File: config.mk
export PLATFORM = sky130hd
export DESIGN_NAME = lsp_port_pins
export DESIGN_NICKNAME = d
export VERILOG_FILES = /design/src/logic/lsp_pkg.sv /design/src/logic/lsp_pin_cell.sv /design/src/logic/lsp_port_pins.sv
export SDC_FILE = /design/constraint.sdc
export NUM_CORES = 1
export LEC_CHECK = 0
export ABC_AREA = 1
export ABC_CLOCK_PERIOD_IN_PS = 1320
export BUFFER_PORTS_ARGS = -buffer_cell sky130_fd_sc_hd__buf_4
export CAP_MARGIN = 20
export CORE_UTILIZATION = 54
export CTS_BUF_LIST = sky130_fd_sc_hd__clkbuf_8
export DETAILED_ROUTE_END_ITERATION = 7
export GPL_TIMING_DRIVEN = 1
export PLACE_DENSITY_LB_ADDON = 0.1
export SLEW_MARGIN = 30
export SYNTH_ARGS = -nofsm -noshare
export SYNTH_HDL_FRONTEND = slang
export SYNTH_SLANG_ARGS = --single-unit
File: constraint.sdc
create_clock -name clock -period 1.32 [get_ports clock]
set_input_delay 0.264 -clock clock [delete_from_list [all_inputs] [get_ports clock]]
set_output_delay 0.264 -clock clock [all_outputs]
set_load 0.1 [all_outputs]
File: src/logic/lsp_pkg.sv
// Purpose: Shared constants for the shared LCD port pin block.
// Assumes: 32-bit APB register bus, one register per aligned word.
// Notes: Direction bits use 1 for input, mode bits use 1 for control mode.
package lsp_pkg;
	localparam int unsigned PORT_A_WIDTH = 7;
	localparam int unsigned PORT_B_WIDTH = 8;
	localparam int unsigned PORT_C_WIDTH = 4;
	localparam int unsigned PULLUP_WIDTH = 12;
	localparam int unsigned DED_SEG_WIDTH = 16;
	localparam int unsigned SEG_WIDTH = 28;
	localparam int unsigned COM_WIDTH = 4;
	localparam int unsigned ADDR_WIDTH = 8;

	// Segment numbers carried by the lowest pin of each shared port.
	localparam int unsigned PORT_B_SEG_TOP = 27;
	localparam int unsigned PORT_C_SEG_TOP = 19;

	// Register byte offsets.
	localparam logic [7:0] OFF_PORT_A_MODE = 8'h00;
	localparam logic [7:0] OFF_PORT_A_DATA = 8'h04;
	localparam logic [7:0] OFF_PORT_B_DIR = 8'h08;
	localparam logic [7:0] OFF_PORT_B_MODE = 8'h0C;
	localparam logic [7:0] OFF_PORT_B_DATA = 8'h10;
	localparam logic [7:0] OFF_PORT_C_DIR = 8'h14;
	localparam logic [7:0] OFF_PORT_C_MODE = 8'h18;
	localparam logic [7:0] OFF_PORT_C_DATA = 8'h1C;
	localparam logic [7:0] OFF_PULLUP = 8'h20;
	localparam logic [7:0] OFF_STATUS = 8'h24;

	// Pull-up option layout: port B in the low byte, port C above it.
	localparam int unsigned PULLUP_C_LSB = 8;

	// Status register bit positions.
	localparam int unsigned STAT_PIN_RESET = 0;

	// Reset values.
	localparam logic [6:0] RST_PORT_A_MODE = 7'h00;
	localparam logic [7:0] RST_PORT_B_DIR = 8'hFF;
	localparam logic [7:0] RST_PORT_B_MODE = 8'h00;
	localparam logic [7:0] RST_PORT_B_LATCH = 8'h00;
	localparam logic [3:0] RST_PORT_C_DIR = 4'hF;
	localparam logic [3:0] RST_PORT_C_MODE = 4'h0;
	localparam logic [3:0] RST_PORT_C_LATCH = 4'h0;
	localparam logic [11:0] RST_PULLUP = 12'h000;
endpackage

File: src/logic/lsp_pin_cell.sv
// Purpose: Next-state logic of one shared port pin.
// Assumes: Pin level is already synchronised; outputs are registered by the
//	caller.
// Notes: Purely combinational.
`timescale 1ns/1ps
module lsp_pin_cell (
	input  wire logic pin_level,
	input  wire logic ctrl_mode,
	input  wire logic dir_input,
	input  wire logic latch,
	input  wire logic pullup_opt,
	input  wire logic seg_data,
	output logic      pin_out,
	output logic      pin_oe,
	output logic      pullup_en,
	output logic      read_bit
);
	always_comb begin
		if (ctrl_mode) begin
			// Control mode hands the pin to the segment driver.
			pin_out = seg_data;
			pin_oe = 1'b1;
			pullup_en = 1'b0;
			read_bit = 1'b0;
		end else if (dir_input) begin
			pin_out = 1'b0;
			pin_oe = 1'b0;
			pullup_en = pullup_opt;
			read_bit = pin_level;
		end else begin
			pin_out = latch;
			pin_oe = 1'b1;
			pullup_en = 1'b0;
			read_bit = latch;
		end
	end
endmodule // lsp_pin_cell

File: src/logic/lsp_port_pins.sv
// Purpose: Port pin logic for the input port, two LCD-shared ports and the
//	dedicated segment and common outputs, with an APB register file.
// Assumes: seg_data and com_data come from the LCD controller on clock.
// Notes: Pins are synchronised by two flip-flops before use.
// Contract
// - Seven-pin port is input only, never drives
// - Control mode routes port A to converter, comparator
// - Port B direction chosen per pin
// - Port B input pins get optional pull-up
// - Port B control mode drives segments 27 down to 20
// - Port C direction chosen per pin
// - Port C input pins share the pull-up register
// - Port C control mode drives segments 19 down to 16
// - Sixteen dedicated segment outputs always drive segments
// - Four dedicated common outputs from the controller
// - Reset pin is active low, initialises device
`timescale 1ns/1ps
module lsp_port_pins (
	input  wire logic        clock,
	input  wire logic        rst,
	// APB slave.
	input  wire logic        psel,
	input  wire logic        penable,
	input  wire logic        pwrite,
	input  wire logic [7:0]  paddr,
	input  wire logic [31:0] pwdata,
	output logic [31:0]      prdata,
	output logic             pready,
	output logic             pslverr,
	// External reset pin, active low.
	input  wire logic        reset_pin_n,
	output logic             pin_reset_active,
	// LCD controller drive.
	input  wire logic [27:0] seg_data,
	input  wire logic [3:0]  com_data,
	// Input-only port and its analog routing.
	input  wire logic [6:0]  input_port_a_pins,
	output logic [6:0]       converter_analog_inputs,
	output logic             comparator_input,
	output logic             comparator_reference,
	// Shared port B.
	input  wire logic [7:0]  port_b_pins_in,
	output logic [7:0]       port_b_pins_out,
	output logic [7:0]       port_b_pins_oe,
	output logic [7:0]       port_b_pullup_en,
	// Shared port C.
	input  wire logic [3:0]  port_c_pins_in,
	output logic [3:0]       port_c_pins_out,
	output logic [3:0]       port_c_pins_oe,
	output logic [3:0]       port_c_pullup_en,
	// Dedicated LCD outputs.
	output logic [15:0]      dedicated_segment_outputs,
	output logic [3:0]       lcd_common_outputs
);
	typedef struct packed {
		logic        rst_meta;
		logic        rst_sync;
		logic [6:0]  a_meta;
		logic [6:0]  a_sync;
		logic [7:0]  b_meta;
		logic [7:0]  b_sync;
		logic [3:0]  c_meta;
		logic [3:0]  c_sync;
		logic [6:0]  a_mode;
		logic [7:0]  port_b_direction;
		logic [7:0]  b_mode;
		logic [7:0]  b_latch;
		logic [3:0]  port_c_direction;
		logic [3:0]  c_mode;
		logic [3:0]  c_latch;
		logic [11:0] port_bc_pullup_option;
		logic [31:0] rdata;
		logic        err;
		logic [7:0]  b_out;
		logic [7:0]  b_oe;
		logic [7:0]  b_pu;
		logic [3:0]  c_out;
		logic [3:0]  c_oe;
		logic [3:0]  c_pu;
		logic [15:0] ded_seg;
		logic [3:0]  com;
		logic [6:0]  adc;
		logic        cmp_in;
		logic        cmp_ref;
	} lsp_state_t;

	lsp_state_t s_q;
	lsp_state_t s_d;

	logic [7:0] b_out_w;
	logic [7:0] b_oe_w;
	logic [7:0] b_pu_w;
	logic [7:0] b_rd_w;
	logic [3:0] c_out_w;
	logic [3:0] c_oe_w;
	logic [3:0] c_pu_w;
	logic [3:0] c_rd_w;
	logic       setup;
	logic       access;
	logic       mapped;

	// Shared pins: lowest pin carries the highest segment number.
	genvar gi;
	generate
		for (gi = 0; gi < 8; gi++) begin : g_port_b
			lsp_pin_cell u_cell (
				.pin_level  (s_q.b_sync[gi]),
				.ctrl_mode  (s_q.b_mode[gi]),
				.dir_input  (s_q.port_b_direction[gi]),
				.latch      (s_q.b_latch[gi]),
				.pullup_opt (s_q.port_bc_pullup_option[gi]),
				.seg_data   (seg_data[lsp_pkg::PORT_B_SEG_TOP - gi]),
				.pin_out    (b_out_w[gi]),
				.pin_oe     (b_oe_w[gi]),
				.pullup_en  (b_pu_w[gi]),
				.read_bit   (b_rd_w[gi])
			);
		end
		for (gi = 0; gi < 4; gi++) begin : g_port_c
			lsp_pin_cell u_cell (
				.pin_level  (s_q.c_sync[gi]),
				.ctrl_mode  (s_q.c_mode[gi]),
				.dir_input  (s_q.port_c_direction[gi]),
				.latch      (s_q.c_latch[gi]),
				.pullup_opt (s_q.port_bc_pullup_option[
					lsp_pkg::PULLUP_C_LSB + gi]),
				.seg_data   (seg_data[lsp_pkg::PORT_C_SEG_TOP - gi]),
				.pin_out    (c_out_w[gi]),
				.pin_oe     (c_oe_w[gi]),
				.pullup_en  (c_pu_w[gi]),
				.read_bit   (c_rd_w[gi])
			);
		end
	endgenerate

	assign setup = psel && !penable;
	assign access = psel && penable;

	always_comb begin
		unique case (paddr)
			lsp_pkg::OFF_PORT_A_MODE,
			lsp_pkg::OFF_PORT_A_DATA,
			lsp_pkg::OFF_PORT_B_DIR,
			lsp_pkg::OFF_PORT_B_MODE,
			lsp_pkg::OFF_PORT_B_DATA,
			lsp_pkg::OFF_PORT_C_DIR,
			lsp_pkg::OFF_PORT_C_MODE,
			lsp_pkg::OFF_PORT_C_DATA,
			lsp_pkg::OFF_PULLUP,
			lsp_pkg::OFF_STATUS: mapped = 1'b1;
			default: mapped = 1'b0;
		endcase
	end

	always_comb begin
		s_d = s_q;
		s_d.rst_meta = reset_pin_n;
		s_d.rst_sync = s_q.rst_meta;
		s_d.a_meta = input_port_a_pins;
		s_d.a_sync = s_q.a_meta;
		s_d.b_meta = port_b_pins_in;
		s_d.b_sync = s_q.b_meta;
		s_d.c_meta = port_c_pins_in;
		s_d.c_sync = s_q.c_meta;

		// Registered pin drive.
		s_d.b_out = b_out_w;
		s_d.b_oe = b_oe_w;
		s_d.b_pu = b_pu_w;
		s_d.c_out = c_out_w;
		s_d.c_oe = c_oe_w;
		s_d.c_pu = c_pu_w;
		s_d.ded_seg = seg_data[15:0];
		s_d.com = com_data;
		s_d.adc = s_q.a_sync & s_q.a_mode;
		s_d.cmp_in = s_q.a_sync[0] & s_q.a_mode[0];
		s_d.cmp_ref = s_q.a_sync[1] & s_q.a_mode[1];

		// Read data is captured in the setup cycle.
		if (setup) begin
			s_d.rdata = 32'h0000_0000;
			s_d.err = !mapped;
			unique case (paddr)
				lsp_pkg::OFF_PORT_A_MODE: s_d.rdata[6:0] = s_q.a_mode;
				lsp_pkg::OFF_PORT_A_DATA:
					s_d.rdata[6:0] = s_q.a_sync & ~s_q.a_mode;
				lsp_pkg::OFF_PORT_B_DIR: s_d.rdata[7:0] = s_q.port_b_direction;
				lsp_pkg::OFF_PORT_B_MODE: s_d.rdata[7:0] = s_q.b_mode;
				lsp_pkg::OFF_PORT_B_DATA: s_d.rdata[7:0] = b_rd_w;
				lsp_pkg::OFF_PORT_C_DIR: s_d.rdata[3:0] = s_q.port_c_direction;
				lsp_pkg::OFF_PORT_C_MODE: s_d.rdata[3:0] = s_q.c_mode;
				lsp_pkg::OFF_PORT_C_DATA: s_d.rdata[3:0] = c_rd_w;
				lsp_pkg::OFF_PULLUP:
					s_d.rdata[11:0] = s_q.port_bc_pullup_option;
				lsp_pkg::OFF_STATUS:
					s_d.rdata[lsp_pkg::STAT_PIN_RESET] = !s_q.rst_sync;
				default: s_d.rdata = 32'h0000_0000;
			endcase
		end

		// Writes take effect at the access edge.
		if (access && pwrite) begin
			unique case (paddr)
				lsp_pkg::OFF_PORT_A_MODE: s_d.a_mode = pwdata[6:0];
				lsp_pkg::OFF_PORT_B_DIR: s_d.port_b_direction = pwdata[7:0];
				lsp_pkg::OFF_PORT_B_MODE: s_d.b_mode = pwdata[7:0];
				lsp_pkg::OFF_PORT_B_DATA: s_d.b_latch = pwdata[7:0];
				lsp_pkg::OFF_PORT_C_DIR: s_d.port_c_direction = pwdata[3:0];
				lsp_pkg::OFF_PORT_C_MODE: s_d.c_mode = pwdata[3:0];
				lsp_pkg::OFF_PORT_C_DATA: s_d.c_latch = pwdata[3:0];
				lsp_pkg::OFF_PULLUP:
					s_d.port_bc_pullup_option = pwdata[11:0];
				default: s_d.err = s_q.err;
			endcase
		end

		// A low reset pin holds the port configuration at its reset values.
		if (!s_q.rst_sync) begin
			s_d.a_mode = lsp_pkg::RST_PORT_A_MODE;
			s_d.port_b_direction = lsp_pkg::RST_PORT_B_DIR;
			s_d.b_mode = lsp_pkg::RST_PORT_B_MODE;
			s_d.b_latch = lsp_pkg::RST_PORT_B_LATCH;
			s_d.port_c_direction = lsp_pkg::RST_PORT_C_DIR;
			s_d.c_mode = lsp_pkg::RST_PORT_C_MODE;
			s_d.c_latch = lsp_pkg::RST_PORT_C_LATCH;
			s_d.port_bc_pullup_option = lsp_pkg::RST_PULLUP;
			s_d.b_oe = 8'h00;
			s_d.c_oe = 4'h0;
			s_d.b_pu = 8'h00;
			s_d.c_pu = 4'h0;
		end
	end

	always_ff @(posedge clock) begin
		if (rst) begin
			s_q <= '0;
			s_q.rst_meta <= 1'b1;
			s_q.rst_sync <= 1'b1;
			s_q.port_b_direction <= lsp_pkg::RST_PORT_B_DIR;
			s_q.port_c_direction <= lsp_pkg::RST_PORT_C_DIR;
		end else begin
			s_q <= s_d;
		end
	end

	assign prdata = s_q.rdata;
	assign pready = 1'b1;
	assign pslverr = access && s_q.err;
	assign pin_reset_active = !s_q.rst_sync;
	assign converter_analog_inputs = s_q.adc;
	assign comparator_input = s_q.cmp_in;
	assign comparator_reference = s_q.cmp_ref;
	assign port_b_pins_out = s_q.b_out;
	assign port_b_pins_oe = s_q.b_oe;
	assign port_b_pullup_en = s_q.b_pu;
	assign port_c_pins_out = s_q.c_out;
	assign port_c_pins_oe = s_q.c_oe;
	assign port_c_pullup_en = s_q.c_pu;
	assign dedicated_segment_outputs = s_q.ded_seg;
	assign lcd_common_outputs = s_q.com;
endmodule // lsp_port_pins

==> results.cfg <==
[route]
wl_per_cell_um = 15.30
wl_um = 19070
firstDrtPassIters = 5
route.detailed.drc = 0
drtIter0Drc = 415
detail-route-antenna-nets = 0
vias_per_cell = 4.827
num_vias = 6015

[cts]
clk_path_buf_depth = 2
cts_root_buffer = clkbuf_8
cts_sinks = 171
numCtsBuffers = 17
h-tree-depth = 4
clkLatencyLatePin_ns = 0.47
clk_pin_slew_ns = 0.08
cts_tree = built

[yosys]
synthMuxAreaShare_pct = 0
synth-adder-area-share_pct = 0
ys_warn_count = 0
async_reset_ff_share_pct = 0
synthDistinctLibCells = 35
synthesis.area_um2 = 7111
ys_ff_latch = 171
synth_edf_count = 0
netlist.area_leader.share_pct = 48.14
synth_compound_area_share_pct = 10.77
synth.area.top_cells = dfxtp_1, buf_4, nor2_1, inv_1, nand2_1
synthSimpleGateAreaFrac_pct = 21.71
synth_xor_area_share_pct = 0
synth-seq-area-share_pct = 48.14
synth_common_cells = dfxtp_1, nor2_1, inv_1
synth_top_family_by_area = simple AND/OR/NAND/NOR gates
syn_inst = 897
synth.most_common_cell = dfxtp_1
postSynthAreaPerCell_um2 = 7.927
post-synth-top-area-cell = dfxtp_1
synth_flop_cell = dfxtp_1

[worst_setup_path]
max_stage_delay_ns = 0.34
required_ns = 1.72
critPathLaunchType = register
worstSetupPathType = register to register
reg2regPathDepth = 7
path_delay_family = buffers and inverters
endpoint_kind = register
critPathBufInv = 4
reg2reg_to = s_q[146]
crit_end = s_q[146]
path_max_fanout = 6
r2r-start = s_q[191]
critPathLaunch = s_q[191]
r2r_setup_slack_ns = -0.12
crit_chain = clkinvlp_4 > buf_4 > nor2_4 > buf_4 > clkbuf_16 > o21ai_0 > a21oi_1
crit_cells = 7
crit_top_cell = buf_4
slowest_stage = dfxtp_2
arrival_ns = 1.85

[finish]
multiInputGateArea_um2 = 2470
fin_nets = 1158
final_cell_area_um2 = 10210
nFillCells = 844
seqCellArea_um2 = 3503
final_util_pct = 80.29
n_antenna_cell = 0
drive_above_1_share_pct = 33.99
syn_to_final_growth_pct = 43.66

[timing]
hold_viol = 0
fin_ws_ns = -0.1246
maxSlewViolCount = 0
fin_crit_ns = 1.445
max_freq_ghz = 0.6922
period_share_pct = 109.4
rsz0062_at_grt = true
skew_ns = 0.009869
setup_violations = 43

[place]
post-dp-hpwl_um = 11560
io_buffer_count = 155
placed_area_um2 = 8099
dp_slack_ns = -0.1602
place.gp.congestion = 0.8952

[global_routing]
grt-ovfl-total = 0
grt_pass1_wl_um = 27410
grtUsageTotal_pct = 27.17
grt_max_degree = 48
antenna_found_initial = 0
first_global_vias = 5571

[floorplanning]
rows = 41
coreArea_um2 = 12720
die_h_um = 116.8
die_x_um = 116.8
io_pins = 197
start_util_pct = 55.89
die-area_um2 = 13630

[pwr]
p_clk_share_pct = 38.0
p_leak_nw = 4.598
finalPower_mw = 11.24
swShare_pct = 26.63
power.switching_mw = 2.993
powerDensity_nw_per_um2 = 1100
p_comb_share_pct = 14.6
intPower_mw = 8.246
ir_drop_uv = 837.8
power_frac_seq_pct = 47.4

[outcome]
status = finished with violations
violations = setup timing

[run]
maxCapViolCount = 0

[hold_path]
min_path_type = input port to register
state kept, by name, indices dropped and copies added, names as in the netlist, 7 cells and up:
register,flops
converter_analog_inputs,7
dedicated_segment_outputs,16
port_b_pins_oe,8
port_b_pins_out,8
port_b_pullup_en,8
prdata,12
s_d,20
s_q,76
routing by layer:
layer | track usage (%) | vias up | part of all wire (%)
met5 | 0 | - | 0
met4 | 9.958 | 0 | 1.6
met3 | 7.525 | 26 | 7.6
met2 | 44.89 | 225 | 50
met1 | 33.92 | 2753 | 41
li1 | - | 3011 | -
kinds of logic (layout without fill, tap and decap cells):
family	Yosys count	after routing
AOI/OAI and AO/OA	143	143
buffers and inverters	253	411
DFF	171	171
other	2	21
and+or+nand+nor	328	328
tightest hold or removal path: stages:
cell and delay, ns:
buf_4 0.08, nor2_1 0.04, nor2_1 0.08
through the flow:
stage | TNS [ns] | hold slack [ns] | std cells
CTS | -0.4163 | 0.005248 | 1239
floorplan | -15.42 | 0.3678 | 916
finish | -1.792 | 0.03339 | 1246
detailed placement | -5.707 | 0.3920 | 1164
global placement | -5.351 | 0.3911 | 1164
global route | -6.773 | 0.03224 | 1246
final cells by class:
cell class	count	area share (%)
repair inverters	2	0.1715
well taps	172	2.107
inverters	131	5.071
flip-flops and latches	171	34.30
clock inverters	12	1.899
repair buffers	246	29.58
clock buffers	20	2.695
multi-input cells	492	24.18
layout by cell type (no fill, tap or decap), drive strengths merged:
cell type | synthesis | routed
nand2 | 110 | 110
bufinv | 0 | 5
or2 | 2 | 2
clkinv | 0 | 2
inv | 131 | 136
o211ai | 5 | 5
dfxtp | 171 | 171
conb | 2 | 21
nand3 | 43 | 43
clkinvlp | 0 | 2
a21oi | 73 | 73
nor3 | 6 | 6
nand4 | 2 | 2
nor2 | 151 | 151
o21ai | 61 | 61
and2 | 4 | 4
clkbuf | 14 | 22
nand3b | 2 | 2
a211oi | 1 | 1
and3 | 1 | 1
nor4 | 7 | 7
buf | 108 | 203
dlygate4sd3 | 0 | 41
o22ai | 3 | 3
power groups by stage:
stage | clock network [mW] | logic [mW] | registers [mW]
finish | 4.27 | 1.64 | 5.33
CTS | 4.33 | 1.48 | 5.31
floorplan | 0 | 1.04 | 5.41
detailed placement | 0 | 1.31 | 5.42
global route | 4.56 | 1.72 | 5.34
global placement | 0 | 1.31 | 5.42
timing repair:
action	in CTS	in global routing
setup endpoints to repair	79	100
endpoints found under the hold margin	41	0
gates cloned	0	4
buffers inserted	2	3
gates resized for setup	169	168
pin swaps	0	2
hold buffers	41	0
worst min path at each step:
stage / startpoint / end / slack, ns / cells after the start
4_1_cts: pwdata[10] / s_q[108] / 0.005 / 3
3_3_place_gp: s_d[154] / s_q[154] / 0.39 / 2
5_1_grt: seg_data[18] / port_c_pins_out[1] / 0.03 / 3
6_report: pwdata[10] / s_q[108] / 0.03 / 3
3_5_place_dp: s_d[177] / s_q[177] / 0.39 / 2
2_1_floorplan: reset_pin_n / s_d[191] / 0.37 / 1
No activity file was read; power rests on OpenSTA's default activity.
